===== config.mk =====
export PLATFORM = sky130hd
export DESIGN_NAME = amp_power_ident_registers
export DESIGN_NICKNAME = d
export VERILOG_FILES = /design/src/inc/amp_ctrl_pkg.sv /design/src/amp_power_ident_registers.sv /design/src/i2c_reg_port.sv
export SDC_FILE = /design/constraint.sdc
export NUM_CORES = 1
export LEC_CHECK = 0
export BUFFER_PORTS_ARGS = -buffer_cell sky130_fd_sc_hd__buf_2
export CAP_MARGIN = 20
export CELL_PAD_IN_SITES_DETAIL_PLACEMENT = 2
export CELL_PAD_IN_SITES_GLOBAL_PLACEMENT = 2
export CORE_MARGIN = 3
export CORE_UTILIZATION = 42
export CTS_CLUSTER_SIZE = 8
export DETAILED_ROUTE_END_ITERATION = 8
export HOLD_SLACK_MARGIN = 0.1
export PLACE_DENSITY_LB_ADDON = 0.12
export SLEW_MARGIN = 25
export SYNTH_ARGS = -nofsm -noshare
export SYNTH_HDL_FRONTEND = slang
export SYNTH_SLANG_ARGS = --single-unit

===== constraint.sdc =====
create_clock -name clock -period 29.1 [get_ports clock]
set_input_delay 7.275 -clock clock [delete_from_list [all_inputs] [get_ports clock]]
set_output_delay 7.275 -clock clock [all_outputs]
set_load 0.1 [all_outputs]

===== src/inc/amp_ctrl_pkg.sv =====
// Shared constants and state types for the amplifier control register bank
package amp_ctrl_pkg;

   // Register offsets
   localparam logic [7:0] OFS_PART_ID     = 8'h00;
   localparam logic [7:0] OFS_POWER       = 8'h01;
   localparam logic [7:0] OFS_DCFG1       = 8'h02;

   // Reset values
   localparam logic [7:0] RST_POWER       = 8'hFD;
   localparam logic [7:0] RST_DCFG1       = 8'h04;
   localparam logic [7:0] READ_UNMAPPED   = 8'h00;

   // Power control register fields
   localparam int         CLIP_HI_MSB     = 7;
   localparam int         CLIP_HI_LSB     = 2;
   localparam int         SLEEP_BIT       = 1;
   localparam int         RUN_BIT         = 0;
   localparam int         CLIP_HI_W       = CLIP_HI_MSB - CLIP_HI_LSB + 1;
   localparam int         CLIP_W          = 20;
   localparam int         CLIP_LO_W       = CLIP_W - CLIP_HI_W;

   // Digital configuration one fields
   localparam int         HPS_BIT         = 7;
   localparam int         SLOT_SRC_BIT    = 6;
   localparam int         SPEED_BIT       = 3;
   localparam int         FRAME_MSB       = 2;
   localparam int         FRAME_LSB       = 0;

   // Volume ramp timing
   localparam int         CLOCK_HZ        = 10_000_000;
   localparam int         RAMP_STEP_NS    = 1000;
   localparam int         RAMP_STEP_CYCLES =
      (RAMP_STEP_NS * (CLOCK_HZ / 1_000_000) + 999) / 1000;
   localparam logic [7:0] GAIN_FULL       = 8'hFF;
   localparam logic [7:0] GAIN_ZERO       = 8'h00;

   typedef enum logic [1:0]
   {
      PWR_ACTIVE = 2'b00,
      PWR_RAMP   = 2'b01,
      PWR_SLEEP  = 2'b11,
      PWR_OFF    = 2'b10
   } power_state_e;

   typedef enum logic [2:0]
   {
      I2C_IDLE      = 3'b000,
      I2C_ADDR      = 3'b001,
      I2C_ADDR_ACK  = 3'b011,
      I2C_WRITE     = 3'b010,
      I2C_WRITE_ACK = 3'b110,
      I2C_READ      = 3'b111,
      I2C_READ_ACK  = 3'b101
   } i2c_state_e;

endpackage : amp_ctrl_pkg


===== src/amp_power_ident_registers.sv =====
// Amplifier control register bank: identification, power control, clipper, config one
//
// Contract
// - Offset zero reads fixed identifier, ignores writes
// - Power bits 7:2 hold threshold top, reset ones
// - Clip each sample magnitude to the threshold
// - Sleep ramps volume down, then stage off
// - Sleep keeps other blocks awake for restart
// - Power bit 1 selects sleep, resets zero
// - Shutdown when run bit low or pin low
// - Shutdown keeps I2C and register contents
// - Run bit resets one; writing one resumes
// - Reset loads defaults into every register
`timescale 1ns/1ps
`default_nettype none
module amp_power_ident_registers
   import amp_ctrl_pkg::*;
#(
   parameter logic [7:0] PART_ID_VALUE = 8'hA5,  // Arbitrary identifier value
   parameter logic [6:0] TARGET_ADDR   = 7'h2C,
   parameter int         SAMPLE_W      = 24
)
(
   // Clock and reset
   input  wire logic                       clock,
   input  wire logic                       rst,
   // I2C pins
   input  wire logic                       scl_in,
   input  wire logic                       sda_in,
   output var  logic                       sda_out,
   output var  logic                       sda_oe,
   // Shutdown pin, active low
   input  wire logic                       shutdown_control_n,
   // Lower clipper threshold bits from the neighbouring registers
   input  wire logic [CLIP_LO_W-1:0]       clip_low_bits,
   // Audio path
   input  wire logic signed [SAMPLE_W-1:0] sample_in,
   input  wire logic                       sample_in_valid,
   output logic signed [SAMPLE_W-1:0]      sample_out,
   output logic                            sample_out_valid,
   // Power state
   output logic                            stage_enable,
   output logic                            stage_hiz,
   output logic                            core_awake,
   output logic [7:0]                      ramp_gain,
   // Digital configuration one
   output logic                            highpass_skip,
   output logic                            slot_choice_source,
   output logic                            rate_speed_select,
   output logic [2:0]                      serial_audio_framing
);

   logic [7:0]   reg_addr;
   logic [7:0]   reg_wdata;
   logic         reg_write;
   logic [7:0]   reg_rdata;
   logic [7:0]   power_and_clip_high_reg;
   logic [7:0]   digital_config_one_reg;
   logic [1:0]   pin_sync_reg;
   power_state_e state_reg;
   power_state_e state_next;
   logic [7:0]   gain_reg;
   logic [7:0]   gain_next;
   logic [15:0]  step_cnt_reg;

   i2c_reg_port #(
      .TARGET_ADDR (TARGET_ADDR)
   ) i2c_reg_port_inst (
      .clock     (clock),
      .rst       (rst),
      .scl_in    (scl_in),
      .sda_in    (sda_in),
      .sda_out   (sda_out),
      .sda_oe    (sda_oe),
      .reg_addr  (reg_addr),
      .reg_wdata (reg_wdata),
      .reg_write (reg_write),
      .reg_rdata (reg_rdata)
   );

   // Register file; the port stays alive in every power state
   wire wr_power = reg_write & (reg_addr == OFS_POWER);
   wire wr_dcfg1 = reg_write & (reg_addr == OFS_DCFG1);

   always_ff @(posedge clock)
   begin
      if (rst)
      begin
         power_and_clip_high_reg <= RST_POWER;
         digital_config_one_reg  <= RST_DCFG1;
      end
      else
      begin
         if (wr_power)
            power_and_clip_high_reg <= reg_wdata;
         if (wr_dcfg1)
            digital_config_one_reg <= reg_wdata;
      end
   end

   // Writes to the identifier fall through the decode and are dropped
   assign reg_rdata =
      (reg_addr == OFS_PART_ID) ? PART_ID_VALUE :
      (reg_addr == OFS_POWER)   ? power_and_clip_high_reg :
      (reg_addr == OFS_DCFG1)   ? digital_config_one_reg :
                                  READ_UNMAPPED;

   // Pin comes from outside the clock domain
   always_ff @(posedge clock)
   begin
      pin_sync_reg <= {pin_sync_reg[0], shutdown_control_n};
   end

   wire sleep_req    = power_and_clip_high_reg[SLEEP_BIT];
   wire shutdown_req = ~power_and_clip_high_reg[RUN_BIT] | ~pin_sync_reg[1];

   // Ramp step timer
   wire step_tick = (step_cnt_reg == 16'h0000);

   always_ff @(posedge clock)
   begin
      if (rst || step_tick)
         step_cnt_reg <= 16'(RAMP_STEP_CYCLES - 1);
      else
         step_cnt_reg <= step_cnt_reg - 16'h0001;
   end

   // Power sequencing; shutdown drops straight to the lowest state
   always_comb
   begin
      state_next = state_reg;
      gain_next  = gain_reg;
      if (shutdown_req)
      begin
         state_next = PWR_OFF;
         gain_next  = GAIN_ZERO;
      end
      else
      begin
         unique case (state_reg)
            PWR_ACTIVE:
               if (sleep_req)
                  state_next = PWR_RAMP;
               else if (step_tick && gain_reg != GAIN_FULL)
                  gain_next = gain_reg + 8'h01;
            PWR_RAMP:
               if (!sleep_req)
                  state_next = PWR_ACTIVE;
               else if (gain_reg == GAIN_ZERO)
                  state_next = PWR_SLEEP;
               else if (step_tick)
                  gain_next = gain_reg - 8'h01;
            PWR_SLEEP:
               if (!sleep_req)
                  state_next = PWR_ACTIVE;
            PWR_OFF:
               state_next = sleep_req ? PWR_SLEEP : PWR_ACTIVE;
         endcase
      end
   end

   always_ff @(posedge clock)
   begin
      if (rst)
      begin
         state_reg <= PWR_ACTIVE;
         gain_reg  <= GAIN_ZERO;
      end
      else
      begin
         state_reg <= state_next;
         gain_reg  <= gain_next;
      end
   end

   // Outputs follow the next state so they line up with the state register
   wire stage_on_next = (state_next == PWR_ACTIVE) | (state_next == PWR_RAMP);

   always_ff @(posedge clock)
   begin
      if (rst)
      begin
         stage_enable <= 1'b0;
         stage_hiz    <= 1'b1;
         core_awake   <= 1'b0;
         ramp_gain    <= GAIN_ZERO;
      end
      else
      begin
         stage_enable <= stage_on_next;
         stage_hiz    <= ~stage_on_next;
         core_awake   <= (state_next != PWR_OFF);
         ramp_gain    <= gain_next;
      end
   end

   // Clipper: threshold is an unsigned magnitude, so both signs are limited
   wire [CLIP_W-1:0]          threshold =
      {power_and_clip_high_reg[CLIP_HI_MSB:CLIP_HI_LSB], clip_low_bits};
   wire signed [SAMPLE_W:0]   thr_pos   = $signed({{(SAMPLE_W + 1 - CLIP_W){1'b0}}, threshold});
   wire signed [SAMPLE_W:0]   thr_neg   = -thr_pos;
   wire signed [SAMPLE_W:0]   sample_x  = {sample_in[SAMPLE_W-1], sample_in};
   wire signed [SAMPLE_W:0]   clipped   =
      (sample_x > thr_pos) ? thr_pos :
      (sample_x < thr_neg) ? thr_neg : sample_x;
   wire signed [SAMPLE_W+9:0] scaled    = clipped * $signed({1'b0, gain_reg});
   // Gain of all ones slightly attenuates; traded for a shift instead of a divide
   wire signed [SAMPLE_W-1:0] gained    = scaled[SAMPLE_W+7:8];

   always_ff @(posedge clock)
   begin
      if (rst)
      begin
         sample_out       <= '0;
         sample_out_valid <= 1'b0;
      end
      else
      begin
         sample_out_valid <= sample_in_valid & (state_reg != PWR_OFF);
         if (sample_in_valid)
            sample_out <= gained;
      end
   end

   // Configuration one fields; reserved bits 5:4 are stored but steer nothing
   always_ff @(posedge clock)
   begin
      if (rst)
      begin
         highpass_skip        <= RST_DCFG1[HPS_BIT];
         slot_choice_source   <= RST_DCFG1[SLOT_SRC_BIT];
         rate_speed_select    <= RST_DCFG1[SPEED_BIT];
         serial_audio_framing <= RST_DCFG1[FRAME_MSB:FRAME_LSB];
      end
      else
      begin
         highpass_skip        <= digital_config_one_reg[HPS_BIT];
         slot_choice_source   <= digital_config_one_reg[SLOT_SRC_BIT];
         rate_speed_select    <= digital_config_one_reg[SPEED_BIT];
         serial_audio_framing <= digital_config_one_reg[FRAME_MSB:FRAME_LSB];
      end
   end

endmodule : amp_power_ident_registers
`default_nettype wire


===== src/i2c_reg_port.sv =====
// I2C target that turns serial transfers into register reads and writes
`timescale 1ns/1ps
`default_nettype none
module i2c_reg_port
   import amp_ctrl_pkg::*;
#(
   parameter logic [6:0] TARGET_ADDR = 7'h2C
)
(
   // Clock and reset
   input  wire logic       clock,
   input  wire logic       rst,
   // Serial pins
   input  wire logic       scl_in,
   input  wire logic       sda_in,
   output var  logic       sda_out,
   output var  logic       sda_oe,
   // Register side
   output var  logic [7:0] reg_addr,
   output var  logic [7:0] reg_wdata,
   output var  logic       reg_write,
   input  wire logic [7:0] reg_rdata
);

   logic [1:0] scl_sync_reg;
   logic [1:0] sda_sync_reg;
   logic       scl_q_reg;
   logic       sda_q_reg;
   i2c_state_e state_reg;
   logic [3:0] bit_cnt_reg;
   logic [7:0] shift_reg;
   logic [7:0] tx_reg;
   logic       rw_reg;
   logic       first_reg;
   logic       nack_reg;

   wire scl_s     = scl_sync_reg[1];
   wire sda_s     = sda_sync_reg[1];
   wire scl_rise  = scl_s & ~scl_q_reg;
   wire scl_fall  = ~scl_s & scl_q_reg;
   wire bus_start = scl_s & scl_q_reg & sda_q_reg & ~sda_s;
   wire bus_stop  = scl_s & scl_q_reg & ~sda_q_reg & sda_s;
   wire byte_done = (bit_cnt_reg == 4'h8);
   wire addr_hit  = (shift_reg[7:1] == TARGET_ADDR);

   always_ff @(posedge clock)
   begin
      scl_sync_reg <= {scl_sync_reg[0], scl_in};
      sda_sync_reg <= {sda_sync_reg[0], sda_in};
      scl_q_reg    <= scl_s;
      sda_q_reg    <= sda_s;
   end

   // Open-drain: only ever pulls low, so sda_out stays 0
   assign sda_out = 1'b0;

   always_ff @(posedge clock)
   begin
      reg_write <= 1'b0;
      if (rst)
      begin
         state_reg   <= I2C_IDLE;
         bit_cnt_reg <= 4'h0;
         shift_reg   <= 8'h00;
         tx_reg      <= 8'h00;
         rw_reg      <= 1'b0;
         first_reg   <= 1'b0;
         nack_reg    <= 1'b0;
         sda_oe      <= 1'b0;
         reg_addr    <= 8'h00;
         reg_wdata   <= 8'h00;
      end
      else if (bus_start)
      begin
         state_reg   <= I2C_ADDR;
         bit_cnt_reg <= 4'h0;
         sda_oe      <= 1'b0;
      end
      else if (bus_stop)
      begin
         state_reg <= I2C_IDLE;
         sda_oe    <= 1'b0;
      end
      else if (scl_rise)
      begin
         if (state_reg == I2C_ADDR || state_reg == I2C_WRITE)
         begin
            shift_reg   <= {shift_reg[6:0], sda_s};
            bit_cnt_reg <= bit_cnt_reg + 4'h1;
         end
         else if (state_reg == I2C_READ)
            bit_cnt_reg <= bit_cnt_reg + 4'h1;
         else if (state_reg == I2C_READ_ACK)
            nack_reg <= sda_s;
      end
      else if (scl_fall)
      begin
         unique case (state_reg)
            I2C_IDLE:
               sda_oe <= 1'b0;
            I2C_ADDR:
               if (byte_done)
               begin
                  state_reg <= addr_hit ? I2C_ADDR_ACK : I2C_IDLE;
                  sda_oe    <= addr_hit;
                  rw_reg    <= shift_reg[0];
               end
            I2C_ADDR_ACK:
            begin
               bit_cnt_reg <= 4'h0;
               first_reg   <= ~rw_reg;
               if (rw_reg)
               begin
                  state_reg <= I2C_READ;
                  tx_reg    <= reg_rdata;
                  sda_oe    <= ~reg_rdata[7];
                  reg_addr  <= reg_addr + 8'h01;
               end
               else
               begin
                  state_reg <= I2C_WRITE;
                  sda_oe    <= 1'b0;
               end
            end
            I2C_WRITE:
               if (byte_done)
               begin
                  state_reg <= I2C_WRITE_ACK;
                  sda_oe    <= 1'b1;
                  if (first_reg)
                     reg_addr <= shift_reg;
                  else
                  begin
                     reg_wdata <= shift_reg;
                     reg_write <= 1'b1;
                  end
               end
            I2C_WRITE_ACK:
            begin
               state_reg   <= I2C_WRITE;
               sda_oe      <= 1'b0;
               bit_cnt_reg <= 4'h0;
               if (!first_reg)
                  reg_addr <= reg_addr + 8'h01;
               first_reg <= 1'b0;
            end
            I2C_READ:
               if (byte_done)
               begin
                  state_reg <= I2C_READ_ACK;
                  sda_oe    <= 1'b0;
               end
               else
               begin
                  tx_reg <= {tx_reg[6:0], 1'b0};
                  sda_oe <= ~tx_reg[6];
               end
            I2C_READ_ACK:
            begin
               bit_cnt_reg <= 4'h0;
               if (nack_reg)
               begin
                  state_reg <= I2C_IDLE;
                  sda_oe    <= 1'b0;
               end
               else
               begin
                  state_reg <= I2C_READ;
                  tx_reg    <= reg_rdata;
                  sda_oe    <= ~reg_rdata[7];
                  reg_addr  <= reg_addr + 8'h01;
               end
            end
         endcase
      end
   end

endmodule : i2c_reg_port
`default_nettype wire


==> results.ini <==
[hold_path]
hold_path.class=flop to flop

[synth]
yosys.cell_types.count=84
syn_avg_cell_area_um2=8.27
synthFlopType=dfxtp_1
synthTopCellsByCount=inv_1, nand2_1, fa_1
yosys-top-cells-area=fa_1, dfxtp_1, ha_1
synth_seq_area_share_pct=18.0
yosys.area.top_type_share_pct=21.4
syn_inst=1710
post-synth-top-area-cell=fa_1
syn_nets=2022
post-synth-top-count-cell=inv_1
synth-seq-cells=127
yosys_warnings=0
synth_enable_flop_cells=0
async_flop_share_pct=0
synth_area_mm2=0.0141

[global_routing]
grt-ovfl-total=0
grt_pass1_wl_um=79600
antenna_found_initial=0
grt_pass1_vias=14453
grt_use_total_pct=27.8
grt_max_degree=77

[cts]
cts_hold_buffers=0
cts_tree=yes
cts_buffers=17
cts_root_buf=clkbuf_16
clock-sinks=127
clk_pin_slew_worst_paths_ps=60
post_cts_resized=0
h-tree-depth=4
post-cts-setup-buffers=0
clk_latency_ps=440
clk_path_buf_depth=2

[setup_path]
crit_type=input port to flop
end_kind=flop
cp_slowest_cell=a21oi_1
crit_required_ps=29430
slowest_delay_ps=850
cp-start-kind=input port
cp_common_cell=fa_1
worst_ep_arrival_time_ps=18420
path_max_fanout=32

[routing]
dr.pass1.iters=4
vias=12402
drcViolationCount=0
route.detailed.vias_per_inst=5.60
drtIter0Drc=642
drt-total-wl_um=48800
wire_per_inst_um=22.1
postRouteAntennaNets=0

[place]
placed_area_mm2=0.0150
dp_hpwl_um=37100
gp_congestion=0.845
portBuffers=86

[timing]
relSlewSlack_pct=26.6
setup_viol_count_final=0
fmax_mhz=55.3
tightest_slew_ps=1090
finalCritPeriodShare_pct=62.2
final_hold_viol_count=0
min_period_ps=18090
fin_worst_skew_ps=8.48
fin_tns_setup_ps=0
rsz0062_at_grt=false
slew_violations=0

[layout]
nNetsFinal=2070
fillCellCount=3752
syn_to_final_growth_pct=10.7
fin_area_mm2=0.0156
largest_reg_flops=24
utilization_pct=47.6
n_antenna_cell=0
drive_gt1_share_pct=9.37

[run]
maxCapViolCount=0

[pwr]
leakagePower_nw=7.33
ir_drop_v=0.0000409
p_per_area_mw_per_mm2=33.7

[die]
initial_utilization_pct=43.0
dieArea_mm2=0.0359
rows=66
fp.coreArea_mm2=0.0329
chipWidth_um=189
die_h_um=189
io_pins=88

[status]
status=finished, final reports clean

per-layer routing:
metal | track usage [%] | share of wire [%] | vias up
met5 | 0 | 0 | -
met4 | 5.74 | 1.6 | 0
met3 | 3.20 | 2.6 | 50
met2 | 51.0 | 52 | 189
met1 | 35.2 | 44 | 6410
li1 | - | - | 5753
metrics by stage:
stage | total power, mW | worst slack, ps | hold WS (ps) | std cells
global route | 0.550 | 10330 | 345 | 2213
CTS | 0.532 | 11070 | 333 | 2213
global placement | 0.273 | 11010 | 317 | 2181
finish | 0.528 | 11010 | 334 | 2213
detailed placement | 0.279 | 10690 | 318 | 2181
floorplan | 0.247 | 12550 | 310 | 1710
worst paths after layout:
path | from | end | slack, ps | cells after the start
max | clip_low_bits[0] | sample_out[22] | 11010 | 35
min | i2c_reg_port_inst.sda_sync_reg[0] | i2c_reg_port_inst.sda_sync_reg[1] | 330 | 0
max reg2reg | power_and_clip_high_reg[2] | sample_out[22] | 19150 | 29
min reg2reg | i2c_reg_port_inst.sda_sync_reg[0] | i2c_reg_port_inst.sda_sync_reg[1] | 330 | 0
report_power, final:
group	internal [mW]	total, mW	switching, mW
registers	0.178	0.183	0.00441
logic	0.0274	0.0936	0.0662
clock network	0.162	0.251	0.0893
total	0.368	0.528	0.160
layout by cell type, fill, tap and decap left out, types with 5 or more instances in the layout:
master | netlist | final
dfxtp_1 | 127 | 127
clkbuf_16 | 0 | 17
a31oi_1 | 9 | 9
nor3_1 | 25 | 25
buf_2 | 5 | 86
o211ai_1 | 11 | 11
o21bai_1 | 7 | 7
nor2b_1 | 57 | 57
o21ai_0 | 59 | 59
o22ai_1 | 5 | 5
xor2_1 | 19 | 18
mux2i_1 | 40 | 40
a21oi_1 | 107 | 107
or3_1 | 10 | 10
and2_1 | 51 | 51
a211oi_1 | 27 | 27
o31ai_1 | 5 | 5
fa_1 | 151 | 151
nor2_1 | 144 | 144
xnor2_1 | 39 | 38
bufinv_16 | 0 | 5
buf_4 | 2 | 16
nand4_1 | 12 | 12
o21a_1 | 6 | 6
nor4_1 | 13 | 13
and3_1 | 13 | 13
a22oi_1 | 7 | 7
or2_2 | 5 | 5
nand2b_1 | 35 | 35
ha_1 | 117 | 117
inv_1 | 216 | 216
a21o_1 | 13 | 13
nand3_1 | 21 | 21
nand2_1 | 196 | 196
cell families after synthesis:
| logic type | Yosys count | share of synthesized area, % |
|---|---|---|
| AOI/OAI and AO/OA | 310 | 14.1 |
| buffers and inverters | 289 | 7.77 |
| adders and majority gates | 268 | 31.7 |
| DFF | 127 | 18.0 |
| and+or+nand+nor | 616 | 21.8 |
| muxes | 40 | 2.83 |
| xor gates and xnor gates | 59 | 3.79 |
| other | 1 | 0.0265 |
critical path, delay by kind of cell:
family / cells / cell delay [ps]
AOI/OAI and AO/OA: 15 / 3680
and+or+nand+nor: 8 / 3130
adders and majority gates: 7 / 3050
buffers and inverters: 4 / 700
xor gates and xnor gates: 1 / 570
final cells by class:
class	instances	area, µm²	share of cell area, %
Inverter	216	811	5.18
Timing Repair Buffer	102	551	3.52
Clock inverter	11	201	1.29
Sequential cell	127	2540	16.2
Multi-Input combinational cell	1294	10500	67.2
Tap cell	442	553	3.53
Clock buffer	21	480	3.07
Power figures use the tool's default switching activity.
